$ cat src/hdl/spfm_pkg.sv
// Constants, register map and carrier types of the four-mode serial port
package spfm_pkg;

    // Register byte offsets on the Wishbone bus
    localparam logic [7:0] SPFM_OFS_CTRL   = 8'h00;
    localparam logic [7:0] SPFM_OFS_BUF    = 8'h04;
    localparam logic [7:0] SPFM_OFS_PWR    = 8'h08;
    localparam logic [7:0] SPFM_OFS_SLAVE_ADDRESS_REG  = 8'h0C;
    localparam logic [7:0] SPFM_OFS_SLAVE_ADDRESS_MASK  = 8'h10;

    // Field positions in serial_control_reg
    localparam int SPFM_CTRL_MSEL_HI  = 7;
    localparam int SPFM_CTRL_MSEL_LO  = 6;
    localparam int SPFM_CTRL_AFILT    = 5;
    localparam int SPFM_CTRL_RX_ALLOW = 4;
    localparam int SPFM_CTRL_TX_NINTH = 3;
    localparam int SPFM_CTRL_RX_NINTH = 2;
    localparam int SPFM_CTRL_TX_DONE  = 1;
    localparam int SPFM_CTRL_RX_FULL  = 0;

    // Field positions in power_control_reg
    localparam int SPFM_PWR_BAUD_DBL  = 7;
    localparam int SPFM_PWR_VIEW_SEL  = 6;

    // Reset values
    localparam logic [7:0] SPFM_RST_BYTE  = 8'h00;
    localparam logic [31:0] SPFM_RST_WORD = 32'h0000_0000;

    // Timing counts in clocks and bit slices
    localparam logic [3:0] SPFM_MCYC_LAST   = 4'hB;  // 12 clocks per machine cycle
    localparam logic [3:0] SPFM_M0_PER_SLOW = 4'hC;  // Shift clock at 1/12
    localparam logic [3:0] SPFM_M0_PER_FAST = 4'h4;  // Shift clock at 1/4
    localparam logic [3:0] SPFM_SLICE_LAST  = 4'hF;  // 16 slices per bit
    localparam logic [3:0] SPFM_VOTE_S1     = 4'h7;  // 8th slice
    localparam logic [3:0] SPFM_VOTE_S3     = 4'h9;  // 10th slice
    localparam logic [3:0] SPFM_FRAME10     = 4'hA;
    localparam logic [3:0] SPFM_FRAME11     = 4'hB;
    localparam logic [2:0] SPFM_M0_LAST_BIT = 3'h7;

    // Operating modes
    typedef enum logic [1:0] {
        SPFM_MODE_SHIFT = 2'h0,
        SPFM_MODE_A10   = 2'h1,
        SPFM_MODE_A11F  = 2'h2,
        SPFM_MODE_A11T  = 2'h3
    } spfm_mode_t;

    typedef enum logic [2:0] {
        SPFM_M0_IDLE = 3'b001,
        SPFM_M0_TX   = 3'b010,
        SPFM_M0_RX   = 3'b100
    } spfm_m0_state_t;

    typedef enum logic [1:0] {
        SPFM_RA_HUNT = 2'b01,
        SPFM_RA_RECV = 2'b10
    } spfm_ra_state_t;

    // Software-written control fields
    typedef struct packed {
        logic mode_select_high;
        logic mode_select_low;
        logic addr_filter_on;
        logic rx_allow;
        logic tx_ninth_bit;
        logic baud_double;
        logic flag_view_select;
    } spfm_ctrl_t;

    // Result of one received frame
    typedef struct packed {
        logic       valid;
        logic [7:0] data;
        logic       ninth;
        logic       stop;
    } spfm_frame_t;

endpackage

$ cat src/hdl/spfm_top.sv
// Four-mode serial port with Wishbone register access
`timescale 1ns/1ps
`default_nettype none
module spfm_top
    import spfm_pkg::*;
(
    input  wire logic        mclk,
    input  wire logic        reset_n,
    input  wire logic        wb_cyc_i,
    input  wire logic        wb_stb_i,
    input  wire logic        wb_we_i,
    input  wire logic [7:0]  wb_adr_i,
    input  wire logic [3:0]  wb_sel_i,
    input  wire logic [31:0] wb_dat_i,
    output logic      [31:0] wb_dat_o,
    output logic             wb_ack_o,
    input  wire logic        timer1_ovf,
    input  wire logic        rxd_in,
    output logic             rxd_out,
    output logic             rxd_oe,
    output logic             txd
);

    spfm_ctrl_t     ctrl_q;
    spfm_mode_t     mode;
    spfm_m0_state_t m0_state_q;
    spfm_ra_state_t ra_state_q;
    spfm_frame_t    frame;

    logic       ack_q;
    logic [31:0] dat_q;
    logic       fe_q;
    logic       ti_q;
    logic       ri_q;
    logic       rb8_q;
    logic [7:0] rx_buf_q;
    logic [7:0] slave_address_reg_q;
    logic [7:0] slave_address_mask_q;

    logic       rxd_meta_q;
    logic       rxd_sync_q;
    logic [3:0] mcyc_q;
    logic       state_one;
    logic [1:0] pre_q;
    logic       t1_half_q;
    logic       tick;
    logic [3:0] tx_div_q;
    logic       rollover;

    logic       tx_busy_q;
    logic       tx_pend_q;
    logic       tx_line_q;
    logic [10:0] tx_sh_q;
    logic [3:0] tx_left_q;
    logic       tx_async_done;

    logic [3:0] m0_ph_q;
    logic [2:0] m0_bit_q;
    logic [7:0] m0_sh_q;
    logic       m0_sclk_q;
    logic       m0_ti_pend_q;
    logic       m0_ri_pend_q;
    logic       m0_tail_q;
    logic       m0_rx_load;
    logic [3:0] m0_per;

    logic [3:0] ra_cnt_q;
    logic [3:0] ra_bit_q;
    logic [1:0] ra_smp_q;
    logic       ra_prev_q;
    logic [7:0] ra_sh_q;
    logic       ra_ninth_q;
    logic       vote;

    logic       bus_req;
    logic       wr_ctrl;
    logic       wr_buf;
    logic       wr_pwr;
    logic       wr_slave_address_reg;
    logic       wr_slave_address_mask;
    logic [7:0] wbyte;
    logic       eleven;
    logic [3:0] frame_len;
    logic       ri_set;
    logic       ti_set;
    logic       fe_set;
    logic       rx_load;
    logic [7:0] bcast;
    logic       addr_hit;
    logic       rb8_cand;

    assign mode      = spfm_mode_t'({ctrl_q.mode_select_high, ctrl_q.mode_select_low});
    assign eleven    = ctrl_q.mode_select_high;
    assign frame_len = eleven ? SPFM_FRAME11 : SPFM_FRAME10;

    // Wishbone: one wait state, write lands on the acknowledge edge
    assign bus_req  = wb_cyc_i & wb_stb_i;
    assign wbyte    = wb_dat_i[7:0];
    assign wr_ctrl  = ack_q & bus_req & wb_we_i & wb_sel_i[0] & (wb_adr_i == SPFM_OFS_CTRL);
    assign wr_buf   = ack_q & bus_req & wb_we_i & wb_sel_i[0] & (wb_adr_i == SPFM_OFS_BUF);
    assign wr_pwr   = ack_q & bus_req & wb_we_i & wb_sel_i[0] & (wb_adr_i == SPFM_OFS_PWR);
    assign wr_slave_address_reg = ack_q & bus_req & wb_we_i & wb_sel_i[0] & (wb_adr_i == SPFM_OFS_SLAVE_ADDRESS_REG);
    assign wr_slave_address_mask = ack_q & bus_req & wb_we_i & wb_sel_i[0] & (wb_adr_i == SPFM_OFS_SLAVE_ADDRESS_MASK);

    always_ff @(posedge mclk) begin
        if (!reset_n) begin
            ack_q <= 1'b0;
            dat_q <= SPFM_RST_WORD;
        end else begin
            ack_q <= bus_req & ~ack_q;
            dat_q <= SPFM_RST_WORD;
            if (bus_req & ~ack_q & ~wb_we_i) begin
                if (wb_adr_i == SPFM_OFS_CTRL) begin
                    dat_q[7:0] <= {(ctrl_q.flag_view_select ? fe_q : ctrl_q.mode_select_high),
                                   ctrl_q.mode_select_low, ctrl_q.addr_filter_on, ctrl_q.rx_allow,
                                   ctrl_q.tx_ninth_bit, rb8_q, ti_q, ri_q};
                end else if (wb_adr_i == SPFM_OFS_BUF) begin
                    dat_q[7:0] <= rx_buf_q;
                end else if (wb_adr_i == SPFM_OFS_PWR) begin
                    dat_q[SPFM_PWR_BAUD_DBL] <= ctrl_q.baud_double;
                    dat_q[SPFM_PWR_VIEW_SEL] <= ctrl_q.flag_view_select;
                end else if (wb_adr_i == SPFM_OFS_SLAVE_ADDRESS_REG) begin
                    dat_q[7:0] <= slave_address_reg_q;
                end else if (wb_adr_i == SPFM_OFS_SLAVE_ADDRESS_MASK) begin
                    dat_q[7:0] <= slave_address_mask_q;
                end else begin
                    dat_q <= SPFM_RST_WORD;
                end
            end
        end
    end

    assign wb_ack_o = ack_q;
    assign wb_dat_o = dat_q;

    // Control storage; the high mode bit and the frame error are separate bits
    always_ff @(posedge mclk) begin
        if (!reset_n) begin
            ctrl_q  <= '0;
            slave_address_reg_q <= SPFM_RST_BYTE;
            slave_address_mask_q <= SPFM_RST_BYTE;
        end else begin
            if (wr_ctrl) begin
                if (!ctrl_q.flag_view_select) begin
                    ctrl_q.mode_select_high <= wbyte[SPFM_CTRL_MSEL_HI];
                end
                ctrl_q.mode_select_low <= wbyte[SPFM_CTRL_MSEL_LO];
                ctrl_q.addr_filter_on  <= wbyte[SPFM_CTRL_AFILT];
                ctrl_q.rx_allow        <= wbyte[SPFM_CTRL_RX_ALLOW];
                ctrl_q.tx_ninth_bit    <= wbyte[SPFM_CTRL_TX_NINTH];
            end
            if (wr_pwr) begin
                ctrl_q.baud_double      <= wbyte[SPFM_PWR_BAUD_DBL];
                ctrl_q.flag_view_select <= wbyte[SPFM_PWR_VIEW_SEL];
            end
            if (wr_slave_address_reg) begin
                slave_address_reg_q <= wbyte;
            end
            if (wr_slave_address_mask) begin
                slave_address_mask_q <= wbyte;
            end
        end
    end

    // Status flags: a hardware set in the same cycle as a software write wins
    always_ff @(posedge mclk) begin
        if (!reset_n) begin
            ti_q <= 1'b0;
            ri_q <= 1'b0;
            fe_q <= 1'b0;
        end else begin
            if (ti_set) begin
                ti_q <= 1'b1;
            end else if (wr_ctrl) begin
                ti_q <= wbyte[SPFM_CTRL_TX_DONE];
            end
            if (ri_set) begin
                ri_q <= 1'b1;
            end else if (wr_ctrl) begin
                ri_q <= wbyte[SPFM_CTRL_RX_FULL];
            end
            if (fe_set) begin
                fe_q <= 1'b1;
            end else if (wr_ctrl && ctrl_q.flag_view_select) begin
                fe_q <= wbyte[SPFM_CTRL_MSEL_HI];
            end
        end
    end

    // Pin synchroniser; only the second stage is read
    always_ff @(posedge mclk) begin
        if (!reset_n) begin
            rxd_meta_q <= 1'b1;
            rxd_sync_q <= 1'b1;
        end else begin
            rxd_meta_q <= rxd_in;
            rxd_sync_q <= rxd_meta_q;
        end
    end

    // Machine cycle phase; state one is phase zero
    always_ff @(posedge mclk) begin
        if (!reset_n) begin
            mcyc_q <= 4'h0;
        end else if (mcyc_q == SPFM_MCYC_LAST) begin
            mcyc_q <= 4'h0;
        end else begin
            mcyc_q <= mcyc_q + 4'h1;
        end
    end
    assign state_one = (mcyc_q == 4'h0);

    // Sixteen-times bit-rate tick
    always_ff @(posedge mclk) begin
        if (!reset_n) begin
            pre_q     <= 2'h0;
            t1_half_q <= 1'b0;
        end else begin
            pre_q <= pre_q + 2'h1;
            if (timer1_ovf) begin
                t1_half_q <= ~t1_half_q;
            end
        end
    end
    always_comb begin
        if (mode == SPFM_MODE_A11F) begin
            tick = ctrl_q.baud_double ? pre_q[0] : (pre_q == 2'h3);
        end else begin
            tick = timer1_ovf & (ctrl_q.baud_double | t1_half_q);
        end
    end

    // Free divide-by-16 counter paces the transmitter
    always_ff @(posedge mclk) begin
        if (!reset_n) begin
            tx_div_q <= 4'h0;
        end else if (tick) begin
            tx_div_q <= tx_div_q + 4'h1;
        end
    end
    assign rollover = tick & (tx_div_q == SPFM_SLICE_LAST);

    // Async transmitter; a bit goes out at state one after each rollover
    assign tx_async_done = state_one & tx_pend_q & (tx_left_q == 4'h1);
    always_ff @(posedge mclk) begin
        if (!reset_n) begin
            tx_busy_q <= 1'b0;
            tx_pend_q <= 1'b0;
            tx_line_q <= 1'b1;
            tx_sh_q   <= '1;
            tx_left_q <= 4'h0;
        end else if (wr_buf && mode != SPFM_MODE_SHIFT) begin
            tx_busy_q <= 1'b1;
            tx_pend_q <= 1'b0;
            tx_left_q <= frame_len;
            tx_sh_q   <= {1'b1, (eleven ? ctrl_q.tx_ninth_bit : 1'b1), wbyte, 1'b0};
        end else if (tx_busy_q) begin
            if (rollover) begin
                tx_pend_q <= 1'b1;
            end
            if (state_one && tx_pend_q) begin
                tx_pend_q <= rollover;
                tx_line_q <= tx_sh_q[0];
                tx_sh_q   <= {1'b1, tx_sh_q[10:1]};
                tx_left_q <= tx_left_q - 4'h1;
                if (tx_left_q == 4'h1) begin
                    tx_busy_q <= 1'b0;
                end
            end
        end else begin
            tx_line_q <= 1'b1;
        end
    end

    // Synchronous shift mode; one engine, half duplex
    assign m0_per     = ctrl_q.addr_filter_on ? SPFM_M0_PER_FAST : SPFM_M0_PER_SLOW;
    assign m0_rx_load = (m0_state_q == SPFM_M0_RX) && m0_tail_q && (m0_ph_q == {2'b00, m0_per[3:2]});
    always_ff @(posedge mclk) begin
        if (!reset_n) begin
            m0_state_q <= SPFM_M0_IDLE;
            m0_ph_q    <= 4'h0;
            m0_bit_q   <= 3'h0;
            m0_sh_q    <= SPFM_RST_BYTE;
            m0_sclk_q  <= 1'b1;
            m0_tail_q  <= 1'b0;
            rxd_out    <= 1'b1;
            rxd_oe     <= 1'b0;
        end else begin
            case (m0_state_q)
                SPFM_M0_IDLE: begin
                    m0_ph_q   <= 4'h0;
                    m0_bit_q  <= 3'h0;
                    m0_sclk_q <= 1'b1;
                    m0_tail_q <= 1'b0;
                    rxd_oe    <= 1'b0;
                    if (mode == SPFM_MODE_SHIFT && wr_buf) begin
                        m0_sh_q    <= wbyte;
                        m0_state_q <= SPFM_M0_TX;
                    end else if (mode == SPFM_MODE_SHIFT && ctrl_q.rx_allow && !ri_q && !m0_ri_pend_q) begin
                        m0_state_q <= SPFM_M0_RX;
                    end
                end
                SPFM_M0_TX, SPFM_M0_RX: begin
                    m0_ph_q <= (m0_ph_q == m0_per - 4'h1) ? 4'h0 : m0_ph_q + 4'h1;
                    if (m0_ph_q == 4'h0 && m0_state_q == SPFM_M0_TX) begin
                        rxd_out <= m0_sh_q[0];
                        rxd_oe  <= 1'b1;
                    end
                    if (m0_ph_q == {2'b00, m0_per[3:2]} && !m0_tail_q) begin
                        m0_sclk_q <= 1'b0;
                    end
                    // Synchroniser and clock-pin register delay each bit by a period, so it is
                    // latched at the next falling point; the last one in a tail period with no clock
                    if (m0_ph_q == {2'b00, m0_per[3:2]} && m0_state_q == SPFM_M0_RX &&
                        (m0_bit_q != 3'h0 || m0_tail_q)) begin
                        m0_sh_q <= {rxd_sync_q, m0_sh_q[7:1]};
                    end
                    if (m0_ph_q == {2'b00, m0_per[3:2]} + {1'b0, m0_per[3:1]}) begin
                        m0_sclk_q <= 1'b1;
                    end
                    if (m0_ph_q == m0_per - 4'h1) begin
                        if (m0_state_q == SPFM_M0_TX) begin
                            m0_sh_q <= {1'b1, m0_sh_q[7:1]};
                        end
                        m0_bit_q <= m0_bit_q + 3'h1;
                        if (m0_bit_q == SPFM_M0_LAST_BIT) begin
                            if (m0_state_q == SPFM_M0_TX) begin
                                m0_state_q <= SPFM_M0_IDLE;
                            end else begin
                                m0_tail_q <= 1'b1;
                            end
                        end
                    end
                    if (m0_rx_load) begin
                        m0_state_q <= SPFM_M0_IDLE;
                    end
                    if (mode != SPFM_MODE_SHIFT) begin
                        m0_state_q <= SPFM_M0_IDLE;
                    end
                end
                default: begin
                    m0_state_q <= SPFM_M0_IDLE;
                end
            endcase
        end
    end

    // Shift-mode flags wait for the next state one
    always_ff @(posedge mclk) begin
        if (!reset_n) begin
            m0_ti_pend_q <= 1'b0;
            m0_ri_pend_q <= 1'b0;
        end else begin
            if ((m0_state_q == SPFM_M0_TX) && (m0_ph_q == m0_per - 4'h1) && (m0_bit_q == SPFM_M0_LAST_BIT)) begin
                m0_ti_pend_q <= 1'b1;
            end else if (state_one) begin
                m0_ti_pend_q <= 1'b0;
            end
            if (m0_rx_load) begin
                m0_ri_pend_q <= 1'b1;
            end else if (state_one) begin
                m0_ri_pend_q <= 1'b0;
            end
        end
    end

    // Async receiver
    assign vote = (ra_smp_q[1] & ra_smp_q[0]) | (ra_smp_q[1] & rxd_sync_q) | (ra_smp_q[0] & rxd_sync_q);
    always_ff @(posedge mclk) begin
        if (!reset_n) begin
            ra_state_q <= SPFM_RA_HUNT;
            ra_cnt_q   <= 4'h0;
            ra_bit_q   <= 4'h0;
            ra_smp_q   <= 2'b11;
            ra_prev_q  <= 1'b1;
            ra_sh_q    <= SPFM_RST_BYTE;
            ra_ninth_q <= 1'b1;
            frame      <= '0;
        end else begin
            frame.valid <= 1'b0;
            if (tick) begin
                ra_prev_q <= rxd_sync_q;
            end
            case (ra_state_q)
                SPFM_RA_HUNT: begin
                    if (tick && ctrl_q.rx_allow && mode != SPFM_MODE_SHIFT && ra_prev_q && !rxd_sync_q) begin
                        ra_cnt_q   <= 4'h1;
                        ra_bit_q   <= 4'h0;
                        ra_state_q <= SPFM_RA_RECV;
                    end
                end
                SPFM_RA_RECV: begin
                    if (tick) begin
                        ra_cnt_q <= ra_cnt_q + 4'h1;
                        if (ra_cnt_q >= SPFM_VOTE_S1 && ra_cnt_q < SPFM_VOTE_S3) begin
                            ra_smp_q <= {ra_smp_q[0], rxd_sync_q};
                        end
                        if (ra_cnt_q == SPFM_VOTE_S3) begin
                            ra_bit_q <= ra_bit_q + 4'h1;
                            if (ra_bit_q == 4'h0) begin
                                if (vote) begin
                                    ra_state_q <= SPFM_RA_HUNT;
                                end
                            end else if (ra_bit_q < 4'h9) begin
                                ra_sh_q <= {vote, ra_sh_q[7:1]};
                            end else if (ra_bit_q == 4'h9 && eleven) begin
                                ra_ninth_q <= vote;
                            end else begin
                                frame.valid <= 1'b1;
                                frame.data  <= ra_sh_q;
                                frame.ninth <= eleven ? ra_ninth_q : vote;
                                frame.stop  <= vote;
                                ra_state_q  <= SPFM_RA_HUNT;
                            end
                        end
                    end
                    if (mode == SPFM_MODE_SHIFT) begin
                        ra_state_q <= SPFM_RA_HUNT;
                    end
                end
                default: begin
                    ra_state_q <= SPFM_RA_HUNT;
                end
            endcase
        end
    end

    // Address recognition against Given and Broadcast addresses
    assign bcast    = slave_address_reg_q | slave_address_mask_q;
    assign addr_hit = (((frame.data ^ slave_address_reg_q) & slave_address_mask_q) == 8'h00) || ((frame.data & bcast) == bcast);
    assign rb8_cand = frame.ninth;
    assign rx_load  = frame.valid && !ri_q && (!ctrl_q.addr_filter_on || (rb8_cand && addr_hit));
    assign fe_set   = frame.valid && !frame.stop;
    assign ri_set   = rx_load || (state_one && m0_ri_pend_q);
    assign ti_set   = tx_async_done || (state_one && m0_ti_pend_q);

    always_ff @(posedge mclk) begin
        if (!reset_n) begin
            rx_buf_q <= SPFM_RST_BYTE;
            rb8_q    <= 1'b0;
        end else begin
            if (rx_load) begin
                rx_buf_q <= frame.data;
                rb8_q    <= rb8_cand;
            end else if (m0_rx_load) begin
                rx_buf_q <= {rxd_sync_q, m0_sh_q[7:1]};
            end
            if (wr_ctrl && !rx_load) begin
                rb8_q <= wbyte[SPFM_CTRL_RX_NINTH];
            end
        end
    end

    // Pin mux: shift clock in shift mode, serial line otherwise
    always_ff @(posedge mclk) begin
        if (!reset_n) begin
            txd <= 1'b1;
        end else begin
            txd <= (mode == SPFM_MODE_SHIFT) ? m0_sclk_q : tx_line_q;
        end
    end

endmodule
`default_nettype wire

$ cat config.mk
export PLATFORM = sky130hd
export DESIGN_NAME = spfm_top
export DESIGN_NICKNAME = d
export VERILOG_FILES = /design/src/hdl/spfm_pkg.sv /design/src/hdl/spfm_top.sv
export SDC_FILE = /design/constraint.sdc
export NUM_CORES = 1
export LEC_CHECK = 0
export ABC_CLOCK_PERIOD_IN_PS = 6100
export BUFFER_PORTS_ARGS = -buffer_cell sky130_fd_sc_hd__buf_4
export CORE_MARGIN = 2
export CORE_UTILIZATION = 25
export CTS_BUF_LIST = sky130_fd_sc_hd__clkbuf_4 sky130_fd_sc_hd__clkbuf_8
export DETAILED_ROUTE_END_ITERATION = 8
export SLEW_MARGIN = 10
export SYNTH_ARGS = -nofsm -noshare
export SYNTH_HDL_FRONTEND = slang
export SYNTH_SLANG_ARGS = --single-unit
export TNS_END_PERCENT = 100
$ cat constraint.sdc
create_clock -name mclk -period 6.1 [get_ports mclk]
set_clock_uncertainty 0.1 [all_clocks]
set_input_delay 0.915 -clock mclk [delete_from_list [all_inputs] [get_ports mclk]]
set_output_delay 0.915 -clock mclk [all_outputs]
set_load 0.005 [all_outputs]
==> metrics <==
largest net degree at the start of global routing=73; first-pass GRT wire length=26510 um; Setup Buffers After CTS=0; Worst EP required=6.30 ns; post-CTS sizing=0; routed vias/inst=4.807; CORE AREA=26130 um2; cts hold-fix bufs=0; Clock Pin Slew Worst Setup and Hold Paths=0.07 ns; Top Metal Used=met4; final worst-path cycle share=45.58%; Util after Layout=28.44%; post-route cell area=7433 um2; Antenna Nets Post-Route=0; share of cells above drive strength 1=13.13%; r2r worst-path depth=5; ant diodes=0; worst r2r src=ra_state_q[1]$_SDFFE_PN0P_; Area Overhead vs Synth=11.32%; post-synthesis sequential area ratio=39.57%; Leak=2.969 nW; I/O Buffers=35; WL met3=885 um; Max Clk Rate=0.3597 GHz; DPL Wire Length=11530 um; GRT Total Usage=11.84%; post-route minimum period=2.780 ns; CTS H-tree lvls=4; failing checks=DRC; die outline height=167.4 um; Vias=5417; GR Overflow Total=0; vias in the first global route=4960; DP Area=7113 um2; Worst Tran Pin Value=1.160 ns; Synth area leaders=dfxtp_1 (40%), mux2i_1 (9.3%), nand2_1 (4.9%); status=finished with violations; warnings from Yosys=0; Slew Limit Fails=0; PwrDens=212.4 nW/um2; critical path endpoint category=flip-flop; fillers=2801; Final Setup Violations=0; HP Start=rxd_meta_q$_SDFF_PN1_; worst hold endpoint=rxd_sync_q$_SDFF_PN1_; # DRC=6; Worst R2R End=ra_sh_q[2]$_SDFFE_PN0P_; Mapped Avg Cell Area=8.706 um2; FFs w/ async S/R, synth=0%; met2 WL=7519 um; CTS max path bufs=2; max cap viols=0; nets@finish=849; 1st-iter DRT viols=467; initial core utilization=25.55%; per-cell routed wire length=14.62 um; Yosys top cell area share=39.57%; dominant synthesized flop cell=dfxtp_1; Row Count=59; Hold Fails Final Rpt=0; Post-synth EDFFs=0; register bit total from synthesis=132; die width=167.4 um; Data arrival, critical path=2.98 ns; CTS tree=done; I/O pins=87; clock sinks=132; Hold Crit Depth=1; worst vdd ir=0.0001254 V; Yosys top cell by area=dfxtp_1; CTS Root Cell=clkbuf_8; Setup CP Type=flip-flop to flip-flop; crit-path max FO=8; R2R Setup Slk=3.32 ns; cts bufs inserted=17; Post-Syn Area=6678 um2; RSZ-0062 raised after global routing=false; clk_lat worst skew=0.44 ns; Metal-1 WL=7822 um; Pre-antenna DRT Iters=7; RD Place Congestion=0.8135; total wire length=16480 um; Mapped Cells=767; Worst Hold Class=flip-flop to flip-flop; setup_tns=0 ns; Netlist cell types=73; Max transition margin=22.46%; full die area=28030 um2; Worst setup SP type=flip-flop; initial antenna violation count=0
[sequential cells by signal, indices dropped and copies added (netlist names), 2 cells and up]
register / flops
tx_div_q: 4
m0_ph_q: 4
ra_cnt_q: 4
m0_state_q: 3
frame: 10
slave_address_mask_q: 8
ctrl_q: 6
rx_buf_q: 8
mcyc_q: 4
tx_sh_q: 10
tx_left_q: 4
ra_state_q: 2
wb_dat_o: 8
m0_bit_q: 3
pre_q: 2
ra_sh_q: 8
ra_smp_q: 2
ra_bit_q: 4
m0_sh_q: 8
slave_address_reg_q: 8
[layer usage]
layer	track usage, %	vias to the layer above
met3	3.002	18
met5	0	-
met1	16.31	2603
met2	18.31	132
met4	3.403	0
li1	-	2664
[worst max path at each step]
| stage | slack, ns | cells past startpoint | startpoint | to |
|---|---|---|---|---|
| 2_1_floorplan | 3.32 | 6 | wb_adr_i[7] | slave_address_reg_q[0]$_SDFFE_PN0P_ |
| 3_3_place_gp | 2.90 | 6 | wb_adr_i[7] | tx_sh_q[8]$_SDFFE_PN1P_ |
| 3_5_place_dp | 2.91 | 6 | wb_adr_i[7] | tx_sh_q[8]$_SDFFE_PN1P_ |
| 4_1_cts | 3.31 | 5 | ra_state_q[1]$_SDFFE_PN0P_ | ra_sh_q[1]$_SDFFE_PN0P_ |
| 5_1_grt | 3.07 | 5 | ra_state_q[1]$_SDFFE_PN0P_ | ra_sh_q[1]$_SDFFE_PN0P_ |
| 6_report | 3.32 | 5 | ra_state_q[1]$_SDFFE_PN0P_ | ra_sh_q[2]$_SDFFE_PN0P_ |
[metrics by stage]
step / power, mW / hold WS (ns) / std cells / worst slack [ns]
floorplan: 0.9453 / 0.2863 / 790 / 3.317
global placement: 0.9660 / 0.2966 / 1097 / 2.898
detailed placement: 0.9668 / 0.2948 / 1097 / 2.906
CTS: 1.600 / 0.3129 / 1127 / 3.307
global route: 1.643 / 0.3493 / 1127 / 3.074
finish: 1.579 / 0.3156 / 1127 / 3.320
[report_power, final]
part           switching (mW)  internal (mW)
sequential            0.00418          0.867
combinational          0.0509         0.0248
clock                   0.328          0.304
total                   0.383           1.20
[cells in the mapped netlist, types with 5 or more instances]
cell type    n
nand2_1     88
buf_2        7
nand4_1      9
a2bb2oi_1    6
clkbuf_1    29
nor3_1      11
nor3b_1      7
nor2b_1      5
dfxtp_1    132
a21oi_1     41
o21ai_1     11
or4_1        7
mux2_2      21
a22oi_1     12
xor2_1      11
inv_1       20
nand3_1     19
nor2_1      77
xnor2_1      8
ha_1        17
o21ai_0     25
nand2b_1    14
buf_4       24
and2_1       6
and3_1      17
mux2i_1     62
[area by class of cell]
type / instances / area, um2 / share of cell area (%)
Clock buffer: 23 / 285.3 / 3.838
Clock inverter: 7 / 35.03 / 0.4713
Inverter: 21 / 78.83 / 1.060
Multi-Input combinational cell: 571 / 3687 / 49.60
Sequential cell: 132 / 2643 / 35.55
Tap cell: 335 / 419.2 / 5.639
Timing Repair Buffer: 38 / 285.3 / 3.838
[placed cells by master (no fill, tap or decap), types with 6 or more instances in the layout]
master | netlist | routed
clkinv_2 | 0 | 7
or4_1 | 7 | 7
buf_4 | 24 | 38
nor3b_1 | 7 | 7
mux2i_1 | 62 | 62
o21ai_0 | 25 | 25
a21oi_1 | 41 | 41
dfxtp_1 | 132 | 132
inv_1 | 20 | 20
conb_1 | 1 | 24
clkbuf_8 | 0 | 18
a22oi_1 | 12 | 12
mux2_2 | 21 | 21
nand2b_1 | 14 | 14
nand2_1 | 88 | 88
o21ai_1 | 11 | 11
ha_1 | 17 | 17
nand4_1 | 9 | 9
nor3_1 | 11 | 11
and3_1 | 17 | 17
a2bb2oi_1 | 6 | 6
xor2_1 | 11 | 11
nand3_1 | 19 | 19
nor2_1 | 77 | 77
and2_1 | 6 | 6
xnor2_1 | 8 | 8
[worst max-delay path, stage by stage, from the launching register on]
cell	delay, ns
dfxtp_1	0.35
nor2b_1	0.50
and2_0	0.37
nor4b_2	0.98
mux2i_1	0.27
nor2_1	0.05
[cells by family after synthesis]
group | count (synthesis) | synth area share (%)
adder cells (fa/ha/maj) | 17 | 3.185
AND/OR/NAND/NOR | 292 | 22.26
flip-flops | 132 | 39.57
AO/OA/AOI/OAI | 136 | 13.00
other | 1 | 0.05616
multiplexers | 83 | 12.84
buffers and inverters | 87 | 6.595
XOR/XNOR | 19 | 2.492
Power figures use the tool's default switching activity.
